===== config.mk =====
export PLATFORM = sky130hd
export DESIGN_NAME = tsofc_counters
export DESIGN_NICKNAME = d
export VERILOG_FILES = /design/src/hw/tsofc_pkg.sv /design/src/hw/tsofc_counters.sv /design/src/hw/tsofc_cnt32.sv
export VERILOG_INCLUDE_DIRS = /design/src /design/src/hw
export SDC_FILE = /design/constraint.sdc
export NUM_CORES = 1
export LEC_CHECK = 0
export BUFFER_PORTS_ARGS = -buffer_cell sky130_fd_sc_hd__clkbuf_2
export CAP_MARGIN = 5
export CELL_PAD_IN_SITES_DETAIL_PLACEMENT = 1
export CELL_PAD_IN_SITES_GLOBAL_PLACEMENT = 1
export CORE_UTILIZATION = 30
export CTS_CLUSTER_DIAMETER = 200
export DETAILED_ROUTE_END_ITERATION = 8
export PLACE_DENSITY_LB_ADDON = 0.1
export SYNTH_ARGS = -nofsm -noshare
export SYNTH_HDL_FRONTEND = slang
export SYNTH_SLANG_ARGS = --single-unit

===== constraint.sdc =====
create_clock -name pclk -period 6.03 [get_ports pclk]
set_clock_uncertainty 0.15 [all_clocks]
set_input_delay 1.206 -clock pclk [delete_from_list [all_inputs] [get_ports pclk]]
set_output_delay 1.206 -clock pclk [all_outputs]
set_load 0.05 [all_outputs]

===== src/hw/tsofc_regs.svh =====
// Register offsets, field positions and reset values of the offload-failure and interrupt counters
`ifndef TSOFC_REGS_SVH
`define TSOFC_REGS_SVH

// Byte addresses on the APB register bus
`define TSOFC_IAT_OFF        32'h0000_4100
`define TSOFC_SCF_OFF        32'h0000_4104
`define TSOFC_CTRL_OFF       32'h0000_4108
`define TSOFC_STAT_OFF       32'h0000_410C

// Counter geometry and reset values
`define TSOFC_CNT_W          32
`define TSOFC_IAT_RST        32'h0000_0000
`define TSOFC_SCF_RST        32'h0000_0000

// Control register fields
`define TSOFC_CTRL_FREEZE_B  0
`define TSOFC_CTRL_CLEAR_B   1
`define TSOFC_CTRL_RST       1'b0

// Status register fields
`define TSOFC_STAT_ACTIVE_B  0
`define TSOFC_STAT_FAILED_B  1
`define TSOFC_STAT_TXEN_B    2

`endif


===== src/hw/tsofc_pkg.sv =====
// Types shared by the offload-failure and interrupt counter block
package tsofc_pkg;

  // Events from the segmentation engine, one cycle each
  typedef struct packed {
    logic start;
    logic fault;
    logic paylen_err;
    logic done;
  } tsofc_seg_ev_t;

  // Per-context tracking state
  typedef enum logic [1:0] {
    TSOFC_IDLE   = 2'b00,
    TSOFC_ACTIVE = 2'b01,
    TSOFC_FAILED = 2'b10
  } tsofc_ctx_st_t;

  // Software controls decoded from a register write
  typedef struct packed {
    logic clear;
    logic freeze;
  } tsofc_ctrl_t;

endpackage : tsofc_pkg


===== src/hw/tsofc_counters.sv =====
// Offload-failure and legacy interrupt statistics counters with APB slave
`timescale 1ns/1ps
`include "tsofc_regs.svh"

// How it works
// Each offload context that fails to send its whole payload bumps the failure count.
// A context is counted at most once, whatever number of faults it sees.
// Failures are counted only while the transmit path is enabled.
// No measure of bytes sent for a failed context exists; only the count.
// A bad payload length for a context counts as a failure cause.
// Read-only 32-bit interrupt total, zero at reset, one per legacy assertion.
// Physical-layer registers are reached through the management access register, not here.
// The failure count is a full 32-bit field and resets to zero.
module tsofc_counters
  import tsofc_pkg::*;
#(
  parameter int CNT_W = `TSOFC_CNT_W
) (
  // Clock and reset
  input  wire logic          pclk,
  input  wire logic          presetn,
  // APB slave
  input  wire logic          psel,
  input  wire logic          penable,
  input  wire logic          pwrite,
  input  wire logic [31:0]   paddr,
  input  wire logic [31:0]   pwdata,
  input  wire logic [3:0]    pstrb,
  output logic [31:0]        prdata,
  output logic               pready,
  output logic               pslverr,
  // Segmentation engine events
  input  wire tsofc_seg_ev_t seg_ev,
  input  wire logic          tx_enable,
  // Legacy interrupt line, high while asserted
  input  wire logic          legacy_irq
);

  // Register address match, used by write decode and error decode
  function automatic logic is_mapped(input logic [31:0] a);
    is_mapped = (a == `TSOFC_IAT_OFF) || (a == `TSOFC_SCF_OFF) ||
                (a == `TSOFC_CTRL_OFF) || (a == `TSOFC_STAT_OFF);
  endfunction : is_mapped

  // ---------------------------------------------------------------
  // Bus phases
  // ---------------------------------------------------------------
  logic apb_setup;
  logic apb_access;
  logic apb_wr;

  assign apb_setup  = psel && !penable;
  assign apb_access = psel && penable;
  assign apb_wr     = apb_access && pwrite && is_mapped(paddr);

  // ---------------------------------------------------------------
  // Control register
  // ---------------------------------------------------------------
  logic        freeze_r;
  logic        freeze_nxt;
  tsofc_ctrl_t ctrl;

  always_comb begin
    freeze_nxt = freeze_r;
    ctrl.clear  = 1'b0;
    ctrl.freeze = freeze_r;
    if (apb_wr && (paddr == `TSOFC_CTRL_OFF) && pstrb[0]) begin
      freeze_nxt = pwdata[`TSOFC_CTRL_FREEZE_B];
      ctrl.clear = pwdata[`TSOFC_CTRL_CLEAR_B];
    end
  end

  always_ff @(posedge pclk or negedge presetn) begin
    if (!presetn) begin
      freeze_r <= `TSOFC_CTRL_RST;
    end else begin
      freeze_r <= freeze_nxt;
    end
  end

  // ---------------------------------------------------------------
  // Segmentation context tracking
  // ---------------------------------------------------------------
  tsofc_ctx_st_t ctx_st_r;
  tsofc_ctx_st_t ctx_st_nxt;
  logic          ctx_live;
  logic          ctx_already_failed;
  logic          fail_cause;
  logic          fail_hit;
  logic          fail_inc;

  always_comb begin
    // A start opens a fresh context even if the previous one never closed
    ctx_live           = seg_ev.start || (ctx_st_r != TSOFC_IDLE);
    ctx_already_failed = (ctx_st_r == TSOFC_FAILED) && !seg_ev.start;
    fail_cause         = seg_ev.fault || seg_ev.paylen_err;
    fail_hit           = ctx_live && fail_cause && tx_enable &&
                         !ctx_already_failed;
    fail_inc           = fail_hit && !ctrl.freeze;

    ctx_st_nxt = ctx_st_r;
    unique case (ctx_st_r)
      TSOFC_IDLE: begin
        if (seg_ev.start && !seg_ev.done) begin
          ctx_st_nxt = fail_hit ? TSOFC_FAILED : TSOFC_ACTIVE;
        end
      end
      TSOFC_ACTIVE: begin
        if (seg_ev.done && !seg_ev.start) begin
          ctx_st_nxt = TSOFC_IDLE;
        end else if (fail_hit) begin
          ctx_st_nxt = TSOFC_FAILED;
        end else begin
          ctx_st_nxt = TSOFC_ACTIVE;
        end
      end
      TSOFC_FAILED: begin
        if (seg_ev.done && !seg_ev.start) begin
          ctx_st_nxt = TSOFC_IDLE;
        end else if (seg_ev.start) begin
          ctx_st_nxt = fail_hit ? TSOFC_FAILED : TSOFC_ACTIVE;
        end else begin
          ctx_st_nxt = TSOFC_FAILED;
        end
      end
      default: begin
        ctx_st_nxt = TSOFC_IDLE;
      end
    endcase
  end

  always_ff @(posedge pclk or negedge presetn) begin
    if (!presetn) begin
      ctx_st_r <= TSOFC_IDLE;
    end else begin
      ctx_st_r <= ctx_st_nxt;
    end
  end

  // ---------------------------------------------------------------
  // Legacy interrupt assertion detect
  // ---------------------------------------------------------------
  logic irq_d_r;
  logic irq_d_nxt;
  logic irq_rise;

  always_comb begin
    irq_d_nxt = legacy_irq;
    irq_rise  = legacy_irq && !irq_d_r;
  end

  always_ff @(posedge pclk or negedge presetn) begin
    if (!presetn) begin
      irq_d_r <= 1'b0;
    end else begin
      irq_d_r <= irq_d_nxt;
    end
  end

  // ---------------------------------------------------------------
  // Counters
  // ---------------------------------------------------------------
  logic [CNT_W-1:0] seg_context_fail_count;
  logic [CNT_W-1:0] interrupt_assertion_total;

  tsofc_cnt32 #(
    .W       (CNT_W)
  ) u_fail_cnt (
    .pclk    (pclk),
    .presetn (presetn),
    .inc     (fail_inc),
    .clr     (ctrl.clear),
    .count   (seg_context_fail_count)
  );

  tsofc_cnt32 #(
    .W       (CNT_W)
  ) u_irq_cnt (
    .pclk    (pclk),
    .presetn (presetn),
    .inc     (irq_rise && !ctrl.freeze),
    .clr     (ctrl.clear),
    .count   (interrupt_assertion_total)
  );

  // ---------------------------------------------------------------
  // Read path: data captured in the setup cycle, returned in access
  // ---------------------------------------------------------------
  logic [31:0] rdata_r;
  logic [31:0] rdata_nxt;

  always_comb begin
    rdata_nxt = rdata_r;
    if (apb_setup) begin
      rdata_nxt = 32'h0000_0000;
      if (!pwrite) begin
        unique case (1'b1)
          (paddr == `TSOFC_IAT_OFF): begin
            rdata_nxt = 32'(interrupt_assertion_total);
          end
          // Only the count is kept; nothing reports bytes sent
          (paddr == `TSOFC_SCF_OFF): begin
            rdata_nxt = 32'(seg_context_fail_count);
          end
          (paddr == `TSOFC_CTRL_OFF): begin
            rdata_nxt[`TSOFC_CTRL_FREEZE_B] = freeze_r;
          end
          (paddr == `TSOFC_STAT_OFF): begin
            rdata_nxt[`TSOFC_STAT_ACTIVE_B] = (ctx_st_r != TSOFC_IDLE);
            rdata_nxt[`TSOFC_STAT_FAILED_B] = (ctx_st_r == TSOFC_FAILED);
            rdata_nxt[`TSOFC_STAT_TXEN_B]   = tx_enable;
          end
          default: begin
            rdata_nxt = 32'h0000_0000;
          end
        endcase
      end
    end
  end

  always_ff @(posedge pclk or negedge presetn) begin
    if (!presetn) begin
      rdata_r <= 32'h0000_0000;
    end else begin
      rdata_r <= rdata_nxt;
    end
  end

  // Zero wait states; physical-layer space is not decoded and errors out
  assign pready  = 1'b1;
  assign pslverr = apb_access && !is_mapped(paddr);
  assign prdata  = rdata_r;

endmodule : tsofc_counters


===== src/hw/tsofc_cnt32.sv =====
// Wrapping event counter with synchronous clear
`timescale 1ns/1ps
module tsofc_cnt32 #(
  parameter int W = 32
) (
  // Clock and reset
  input  wire logic         pclk,
  input  wire logic         presetn,
  // Control
  input  wire logic         inc,
  input  wire logic         clr,
  // Count
  output logic [W-1:0]      count
);

  logic [W-1:0] count_r;
  logic [W-1:0] count_nxt;

  // An increment coinciding with a clear is kept
  always_comb begin
    count_nxt = count_r;
    if (clr) begin
      count_nxt = inc ? W'(1) : '0;
    end else if (inc) begin
      count_nxt = count_r + W'(1);
    end
  end

  always_ff @(posedge pclk or negedge presetn) begin
    if (!presetn) begin
      count_r <= '0;
    end else begin
      count_r <= count_nxt;
    end
  end

  assign count = count_r;

endmodule : tsofc_cnt32


* After elaboration in Yosys (flattened, before gate mapping) *
Index checks and enable logic that the tools add are counted.

word-level totals
  register bits after elaboration = 100
  output and inout bits = 34
  memory bits (writable) = 0
  latch bits = 0
  logic and storage cells = 64
  input bits = 79
  memories = 0
  bits in read-only memories = 0

operators by class
  add/subtract/negate cells = 2
  shifts and indexed selects = 0
  multiplexer cells = 17
  divide/modulo/power cells = 0
  reductions and logical operators = 32
  bitwise operators = 0
  $mul = 0
  equal/unequal tests = 7
  magnitude comparators = 0

operators by type and width
  operator                                         count
  2-to-1 mux 32 bit                                5
  == test 32 x 15 -> 1 bit, second input constant  4
  adder 32 x 1 -> 32 bit, second input constant    2
  case mux 29 bit (2 select lines)                 1
  logical AND 1 bit                                16
  case mux 2 bit (3 select lines)                  2
  2-to-1 mux 2 bit                                 5
  logical NOT 1 bit                                7
  nonzero test 2 bit                               3
  logical OR 1 bit                                 5
  case mux 1 bit (4 select lines)                  1
  2-to-1 mux 1 bit                                 3
  == test 2 x 1 -> 1 bit, second input constant    1
  == test 2 bit, second input constant             1
  logical NOT 2 bit                                1
  != test 2 bit, second input constant             1

* Depth between registers and ports, before layout *
Gate-level depths: netlist of the first run.

  depth after elaboration = 9
  mapped depth = 8
  mapped depth without buffers = 6

* By module *
From an unflattened synthesis of the first run, not the netlist that was laid out.

unflattened totals
  cells, all modules = 571
  area total of the unflattened synthesis = 5,480.3 sq um

by module, submodules not included
  module          instances  seq. area each (sq um)  cells each  area an instance (sq um)
  tsofc_cnt32     2          800.8                   180         1,730.4
  tsofc_counters  1          900.9                   211         2,019.4

* Worst setup path after synthesis of the first run *
OpenSTA, ideal clock, no wires.

  path kind = input -> output
  start point = in paddr[8]
  end point = out pslverr
  stages on the path = 4
  data arrival time = 2,217 ps
  setup slack = 2,457 ps
  path buffers = 0
  data required time = 4,674 ps
  cell sequence = nor4b_1 -> nand4_1 -> nor2_1 -> nor2_1

on the way
  word-level cells in the longest chain between the ends = 6
  elaborated cells between the ends (all ways) = 9
  those cells by class = eq/ne: 4; reduce/logical: 5

RTL lines
  what                                line                   source
  start, declared                     tsofc_counters.sv:26   input wire logic [31:0] paddr,
  == test 32 x 15 -> 1 bit (no line)  -
  logical OR 1 bit (2 in series)      tsofc_counters.sv:41   is_mapped = (a == `TSOFC_IAT_OFF) || (a == `TSOFC_SCF_OFF) ||
  logical OR 1 bit (*)                tsofc_counters.sv:41
  logical NOT 1 bit (*)               tsofc_counters.sv:231  assign pslverr = apb_access && !is_mapped(paddr);
  logical AND 1 bit (*)               tsofc_counters.sv:231
  end, declared                       tsofc_counters.sv:31   output logic pslverr,

Mark *: on every way between the ends. The rest lies on a longest branch, timed or not.

* Worst setup path in the final report of the first run *
  start point = in paddr[15]
  end point = out pslverr

The elaborated chain is that of the path after synthesis.

==> reports/summary.txt, run 1 <==
RUN STATUS
------------------------------------------------------------------------------------
Result of the run ..................................................... complete, no violations

MIN PATH
------------------------------------------------------------------------------------
Hold_sp ...............................................................   prdata[17]
Path category of the worst min-delay check ............................      reg2reg

CELLS AND AREA
------------------------------------------------------------------------------------
Net count reported at finish ..........................................          675
Post-synthesis to final-layout area growth ............................       19.08%
Ratio of cells with drive above 1 in the final layout .................       19.70%
Fill cells ............................................................         1936
N_diodes ..............................................................            0
Final core utilization ................................................       36.49%

POWER AND IR DROP
------------------------------------------------------------------------------------
Peak supply drop ......................................................    0.1312 mV
Switching Fraction ....................................................       25.60%
Power share of the combinational group ................................        10.8%
Sequential fraction of design power ...................................        47.4%
Internal power contribution ...........................................      1205 uW
Switching power of the nets ...........................................     414.6 uW
Leakage power of the design ...........................................  0.002724 uW
Post-layout power .....................................................      1619 uW
Clk pwr share .........................................................        41.9%
Pwr Density ........................................................... 267.6 nW/um^2

YOSYS
------------------------------------------------------------------------------------
Count of flip-flops with a built-in enable after synthesis ............            0
Synthesized area per cell .............................................  9.642 sq um
Syn_nets ..............................................................          608
Gate Count Post-Synth .................................................          527
Synth top area share ..................................................       49.25%
Top post-synthesis cells by area ...................................... sky130_fd_sc_hd__dfrtp_1 49%, sky130_fd_sc_hd__xnor2_1 6.7%, sky130_fd_sc_hd__mux2i_1 6.5%
Area leader, netlist .................................................. sky130_fd_sc_hd__dfrtp_1
Post-Syn Area .........................................................   5081 sq um
Seq/Total Area, Yosys .................................................       49.25%
Number of library cell types mapped by synthesis ......................           53
Flip-flop cell with the highest count after synthesis ................. sky130_fd_sc_hd__dfrtp_1
Number of warning messages in the yosys log ...........................            0
Proportion of synthesized flip-flops having asynchronous set or reset .       100.0%
Register bit count reported by yosys ..................................          100

FLOORPLANNING
------------------------------------------------------------------------------------
Chip Width ............................................................ 132.1 microns
Floorplan Core Area ...................................................  16580 sq um
Number of ports placed on the die boundary ............................          113
Floorplan row count ...................................................           47
Full die area .........................................................  17460 sq um
Initial Utilization ...................................................       30.64%
Die Ht ................................................................ 132.1 microns

WORST SETUP PATH
------------------------------------------------------------------------------------
Kind of start point of the critical path .............................. primary input
Kind of end point of the critical path ................................  output port
Arr. time, crit path ..................................................      2530 ps
Critical path cell sequence ........................................... clkbuf_2, nor4b_1, nand4_1, nor2_1, nor2_1, clkbuf_2
Reg-to-Reg Start ...................................................... u_fail_cnt.count[5]
Required time of the critical path ....................................      4670 ps
CP Max Fanout .........................................................            4
Beginning of the critical path ........................................    paddr[15]
Critical path class ...................................................       in2out
Worst stage delay on the critical path ................................       340 ps
Critical Path Slowest Stage Cell ...................................... sky130_fd_sc_hd__nor2_1

PLACE
------------------------------------------------------------------------------------
Pre-CTS setup slack ...................................................      2125 ps
Detailed-placement wirelength estimate ................................     9.637 mm
Routability Congestion ................................................       0.7679
Total of buffers placed on input and output ports .....................           78

CLOCKING
------------------------------------------------------------------------------------
Hold buffer count at cts ..............................................            0
CTS tree ..............................................................         done
Number of buffers added by the clock tree synthesis step ..............            9
Post-cts resize count .................................................            0
CTS max path bufs .....................................................            2
Clk pin slew, worst setup/hold paths ..................................        70 ps
Clock Latency Late Sink ...............................................       350 ps
Post-CTS setup repair buffer count ....................................            0
CTS Root Cell ......................................................... sky130_fd_sc_hd__clkbuf_16
CTS sink cnt ..........................................................          100
H-tree lvl count ......................................................            3

FLOW RUN
------------------------------------------------------------------------------------
Max-capacitance violation count .......................................            0

TIMING
------------------------------------------------------------------------------------
Worst Tran Pin Value ..................................................     987.6 ps
Final Cycle Share .....................................................       64.44%
Minimum period implied by the final worst setup slack .................      3886 ps
Final-layout setup total negative slack ...............................         0 ps
Slew margin rel. ......................................................       33.61%
Final setup vio count .................................................            0
Tightest hold margin ..................................................     331.3 ps
Max Freq ..............................................................   0.2574 GHz
Final slew viol count .................................................            0
RSZ-0062 raised after global routing ..................................        false
Final critical-path setup slack .......................................      2144 ps
Final number of hold-violating endpoints ..............................            0

DETAILED ROUTING
------------------------------------------------------------------------------------
DRC errors left .......................................................            0
Initial DRC Count .....................................................          148
Via/cell ratio ........................................................        4.974
Wirelength, routed ....................................................     14.04 mm
Number of detailed-routing iterations run before antenna repair .......            6
Number of vias in the routed layout ...................................         4074
Antenna Nets Post-Route ...............................................            0
WL/cell ............................................................... 17.14 microns

GLOBAL ROUTE
------------------------------------------------------------------------------------
Pin count of the biggest net entering global routing ..................           65
Overall overflow remaining after global route .........................            0
Total track usage .....................................................       17.11%
First-pass GRT wire length ............................................     23.20 mm
Number of global-route vias before repair .............................         4386
Antenna violations before repair ......................................            0

==> synthesized netlist by cell type, types with 5 or more instances <==
cell type	n
sky130_fd_sc_hd__nor3_1	11
sky130_fd_sc_hd__a21oi_1	6
sky130_fd_sc_hd__clkbuf_1	26
sky130_fd_sc_hd__nand4_1	19
sky130_fd_sc_hd__nand2_1	56
sky130_fd_sc_hd__or3_1	5
sky130_fd_sc_hd__xor2_1	17
sky130_fd_sc_hd__nand3_1	17
sky130_fd_sc_hd__xnor2_1	39
sky130_fd_sc_hd__mux2i_1	33
sky130_fd_sc_hd__nor2_1	69
sky130_fd_sc_hd__nand2b_1	5
sky130_fd_sc_hd__dfrtp_1	100
sky130_fd_sc_hd__o21ai_0	36
sky130_fd_sc_hd__inv_1	10
sky130_fd_sc_hd__and4_1	5
sky130_fd_sc_hd__nor4_1	25
==> layout make-up <==
class	instances	area, sq um	share of cell area, %
Clock inverter	6	111.4	1.840
Clock buffer	10	239.0	3.950
Timing Repair Buffer	84	437.9	7.237
Inverter	10	37.54	0.6203
Tap cell	220	275.3	4.549
Multi-Input combinational cell	389	2447	40.45
Sequential cell	100	2502	41.36
==> path summary, 6_finish.rpt <==
check | endpoint | slack (ps) | cells after the start
max | pslverr | 2140 | 6
min | prdata[17] | 330 | 2
max reg2reg | u_fail_cnt.count[30] | 3300 | 5
min reg2reg | prdata[17] | 330 | 2
max in group asynchronous | u_irq_cnt.count[9] | 3870 | 2
min in group asynchronous | u_fail_cnt.count[31] | 800 | 1
==> cells by family after synthesis <==
logic type | Yosys count | synth area share (%)
compound gates | 54 | 6.009
xor+xnor | 56 | 9.653
fa+ha+maj | 2 | 0.4924
buf+inv | 38 | 2.881
flops | 100 | 49.25
mux | 35 | 7.166
other cells | 1 | 0.07380
simple gates | 241 | 24.48
==> critical path: cells and delay by family <==
family / cells / cell delay, ps
AND/OR/NAND/NOR: 4 / 1000
buffers and inverters: 2 / 320
==> sequential cells by signal, summed over array words and instances, names as in the netlist <==
| name | flops |
|---|---|
| freeze_r | 1 |
| u_fail_cnt.count | 32 |
| ctx_st_r | 2 |
| irq_d_r | 1 |
| prdata | 32 |
| u_irq_cnt.count | 32 |
==> metal layers <==
metal	track usage, %	up-vias	part of all wire, %
li1	-	1973	-
met5	0	-	0
met3	2.730	13	3.4
met4	6.008	0	1.6
met2	28.57	89	48
met1	22.46	1999	47
==> power by group through the flow <==
stage / Combinational, uW / Sequential [uW] / Clock (uW)
detailed placement: 179 / 780 / 0
CTS: 180 / 767 / 699
floorplan: 120 / 761 / 0
finish: 174 / 767 / 678
global placement: 171 / 777 / 0
global route: 201 / 774 / 724
==> metrics by stage <==
step | std cells | cell area, sq um
4_1_cts | 819 | 6051
3_3_place_gp | 803 | 5700
2_1_floorplan | 527 | 5081
3_5_place_dp | 803 | 5700
5_1_grt | 819 | 6051
6_report | 819 | 6051
==> layout by cell type (no fill, tap or decap), types with 6 or more instances in the layout <==
| cell type | instances |
|---|---|
| sky130_fd_sc_hd__o21ai_0 | 36 |
| sky130_fd_sc_hd__xnor2_1 | 39 |
| sky130_fd_sc_hd__inv_1 | 10 |
| sky130_fd_sc_hd__nor2_1 | 69 |
| sky130_fd_sc_hd__nor3_1 | 11 |
| sky130_fd_sc_hd__dfrtp_1 | 100 |
| sky130_fd_sc_hd__buf_4 | 7 |
| sky130_fd_sc_hd__nand4_1 | 19 |
| sky130_fd_sc_hd__nand2_1 | 56 |
| sky130_fd_sc_hd__xor2_1 | 17 |
| sky130_fd_sc_hd__a21oi_1 | 6 |
| sky130_fd_sc_hd__nand3_1 | 17 |
| sky130_fd_sc_hd__nor4_1 | 24 |
| sky130_fd_sc_hd__mux2i_1 | 33 |
| sky130_fd_sc_hd__clkbuf_2 | 77 |
| sky130_fd_sc_hd__clkbuf_16 | 9 |
Power figures use the tool's default switching activity.
==> run 2: changes to the inputs <==
- clock period: 6.03 -> 3.3 ns (I/O delays scaled with it)
==> run 2 against run 1 <==
Total power is 77% higher; register-to-register slack got worse by 2400 ps; die area did not move; global-route usage up 0.086 points; critical endpoint unchanged.
==> reports/summary.txt, run 2 (synthesized netlist as in run 1, its figures left out) <==
GLOBAL ROUTE
------------------------------------------------------------------------------
First-pass GRT wire length ......................................     23.25 mm
Pin count of the biggest net entering global routing ............           65
Total track usage ...............................................       17.20%
Overall overflow remaining after global route ...................            0
Number of global-route vias before repair .......................         4313
Antenna violations before repair ................................            0

TIMING
------------------------------------------------------------------------------
Worst Tran Pin Value ............................................     754.1 ps
Final Cycle Share ...............................................       84.89%
Final setup vio count ...........................................            0
Final number of hold-violating endpoints ........................            0
Tightest hold margin ............................................     192.0 ps
Minimum period implied by the final worst setup slack ...........      2801 ps
Slew margin rel. ................................................       49.26%
Final slew viol count ...........................................            0
Max Freq ........................................................   0.3570 GHz
RSZ-0062 raised after global routing ............................        false
Final-layout setup total negative slack .........................         0 ps

DETAILED ROUTING
------------------------------------------------------------------------------
WL/cell ......................................................... 16.96 microns
Number of detailed-routing iterations run before antenna repair .            4
Number of vias in the routed layout .............................         4135
Via/cell ratio ..................................................        5.024
Wirelength, routed ..............................................     13.96 mm
DRC errors left .................................................            0
Initial DRC Count ...............................................          137
Antenna Nets Post-Route .........................................            0

FLOORPLANNING
------------------------------------------------------------------------------
Number of ports placed on the die boundary ......................          113
Floorplan Core Area .............................................  16580 sq um
Die Ht .......................................................... 132.1 microns
Chip Width ...................................................... 132.1 microns
Floorplan row count .............................................           47
Full die area ...................................................  17460 sq um
Initial Utilization .............................................       30.64%

WORST SETUP PATH
------------------------------------------------------------------------------
Critical Path Slowest Stage Cell ................................ sky130_fd_sc_hd__nor4_1
CP Max Fanout ...................................................            4
Required time of the critical path ..............................      2490 ps
Arr. time, crit path ............................................      1990 ps
Critical path class .............................................       in2out
Kind of start point of the critical path ........................ primary input
Kind of end point of the critical path ..........................  output port
Worst stage delay on the critical path ..........................       330 ps
Count of buffer and inverter cells on the critical path .........            2
CP delay by family, top ......................................... simple AND/OR/NAND/NOR gates
Critical path cell sequence ..................................... clkbuf_2, nor4_1, nand4_1, nor2_1, nor2_1, clkbuf_2

CELLS AND AREA
------------------------------------------------------------------------------
Net count reported at finish ....................................          679
Ratio of cells with drive above 1 in the final layout ...........       20.07%
Multi-input gate area ...........................................   2441 sq um
Fill cells ......................................................         1930
Post-synthesis to final-layout area growth ......................       19.38%
Sequential cell area ............................................   2502 sq um
Count of non-filler cells in the finished layout ................          823
Commonest non-fill, non-tap cell in the layout .................. sky130_fd_sc_hd__dfrtp_1
N_diodes ........................................................            0
Most frequent cells in the layout ............................... 100 x sky130_fd_sc_hd__dfrtp_1, 77 x sky130_fd_sc_hd__clkbuf_2, 69 x sky130_fd_sc_hd__nor2_1

PLACE
------------------------------------------------------------------------------
Detailed-placement wirelength estimate ..........................     9.626 mm
Total of buffers placed on input and output ports ...............           78
Routability Congestion ..........................................       0.7712
Number of placed instances, taps included .......................          806

CLOCKING
------------------------------------------------------------------------------
Hold buffer count at cts ........................................            0
H-tree lvl count ................................................            3
Clk pin slew, worst setup/hold paths ............................        60 ps
CTS max path bufs ...............................................            2
CTS Root Cell ................................................... sky130_fd_sc_hd__clkbuf_16
CTS tree ........................................................         done
Post-CTS setup repair buffer count ..............................            0
Post-cts resize count ...........................................            0
Number of buffers added by the clock tree synthesis step ........            9
Clock Latency Late Sink .........................................       350 ps
CTS sink cnt ....................................................          100

POWER AND IR DROP
------------------------------------------------------------------------------
Post-layout power ...............................................      2869 uW
Clk pwr share ...................................................        39.8%
Internal power contribution .....................................      2106 uW
Switching Fraction ..............................................       26.59%
Peak supply drop ................................................    0.2719 mV
Sequential fraction of design power .............................        48.9%
Pwr Density ..................................................... 472.9 nW/um^2
Power share of the combinational group ..........................        11.3%
Leakage power of the design .....................................  0.002736 uW
Switching power of the nets .....................................     762.7 uW

RUN STATUS
------------------------------------------------------------------------------
Result of the run ............................................... complete, no violations

MIN PATH
------------------------------------------------------------------------------
Path category of the worst min-delay check ......................     in2async

FLOW RUN
------------------------------------------------------------------------------
Max-capacitance violation count .................................            0

run 2: cell types whose count changed in the layout (fill, tap and decap cells not counted), sizes merged:
cell,before,now
bufinv,3,2
clkbuf,87,86
clkinv,2,4
buf,7,11
run 2: area by class of cell:
| class | count | share of cell area [%] |
|---|---|---|
| repair buffers | 88 | 8.127 |
| clock buffers | 9 | 3.713 |
| inverters | 10 | 0.6188 |
| multi-input cells | 389 | 40.24 |
| flip-flops and latches | 100 | 41.25 |
| well taps | 220 | 4.538 |
| clock inverters | 7 | 1.506 |
run 2: worst reg2reg max path: stages, from the launching register on:
cell and delay, ps:
sky130_fd_sc_hd__dfrtp_1 440, sky130_fd_sc_hd__nand4_1 220, sky130_fd_sc_hd__buf_4 250, sky130_fd_sc_hd__nor4_1 640, sky130_fd_sc_hd__nor4b_1 370, sky130_fd_sc_hd__xnor2_1 160, sky130_fd_sc_hd__nor2_1 50
run 2: through the flow:
step	setup WS, ps	utilization, %	area (sq um)
floorplan	818.8	-	5081
global placement	496.2	34.62	5742
detailed placement	476.7	34.62	5742
CTS	475.8	36.53	6058
global route	329.3	36.58	6066
finish	498.7	36.58	6066
run 2: worst paths after layout:
kind	startpoint	cells past startpoint	to	slack (ps)
worst max-delay path	paddr[4]	6	pslverr	500
worst min-delay path	presetn	1	u_fail_cnt.count[31]	190
worst max register to register	u_fail_cnt.count[4]	6	u_fail_cnt.count[29]	880
worst min register to register	prdata[16]	2	prdata[16]	330
max in group asynchronous	presetn	2	ctx_st_r[1]	2080
min in group pclk	legacy_irq	1	irq_d_r	290
run 2: power groups by stage:
stage                     combinational [uW]  sequential, uW  clock, uW
final                                    325            1400       1140
after CTS                                335            1400       1190
after global placement                   318            1420          0
after floorplan                          220            1390          0
after global routing                     376            1420       1230
after detailed placement                 332            1430          0
run 2: layer usage:
metal	GRT usage (%)	vias up	routed length, microns
li1	-	1975	-
met1	22.84	2056	6622
met2	27.98	91	6503
met3	2.768	13	562
met4	6.912	0	266
met5	0	-	0
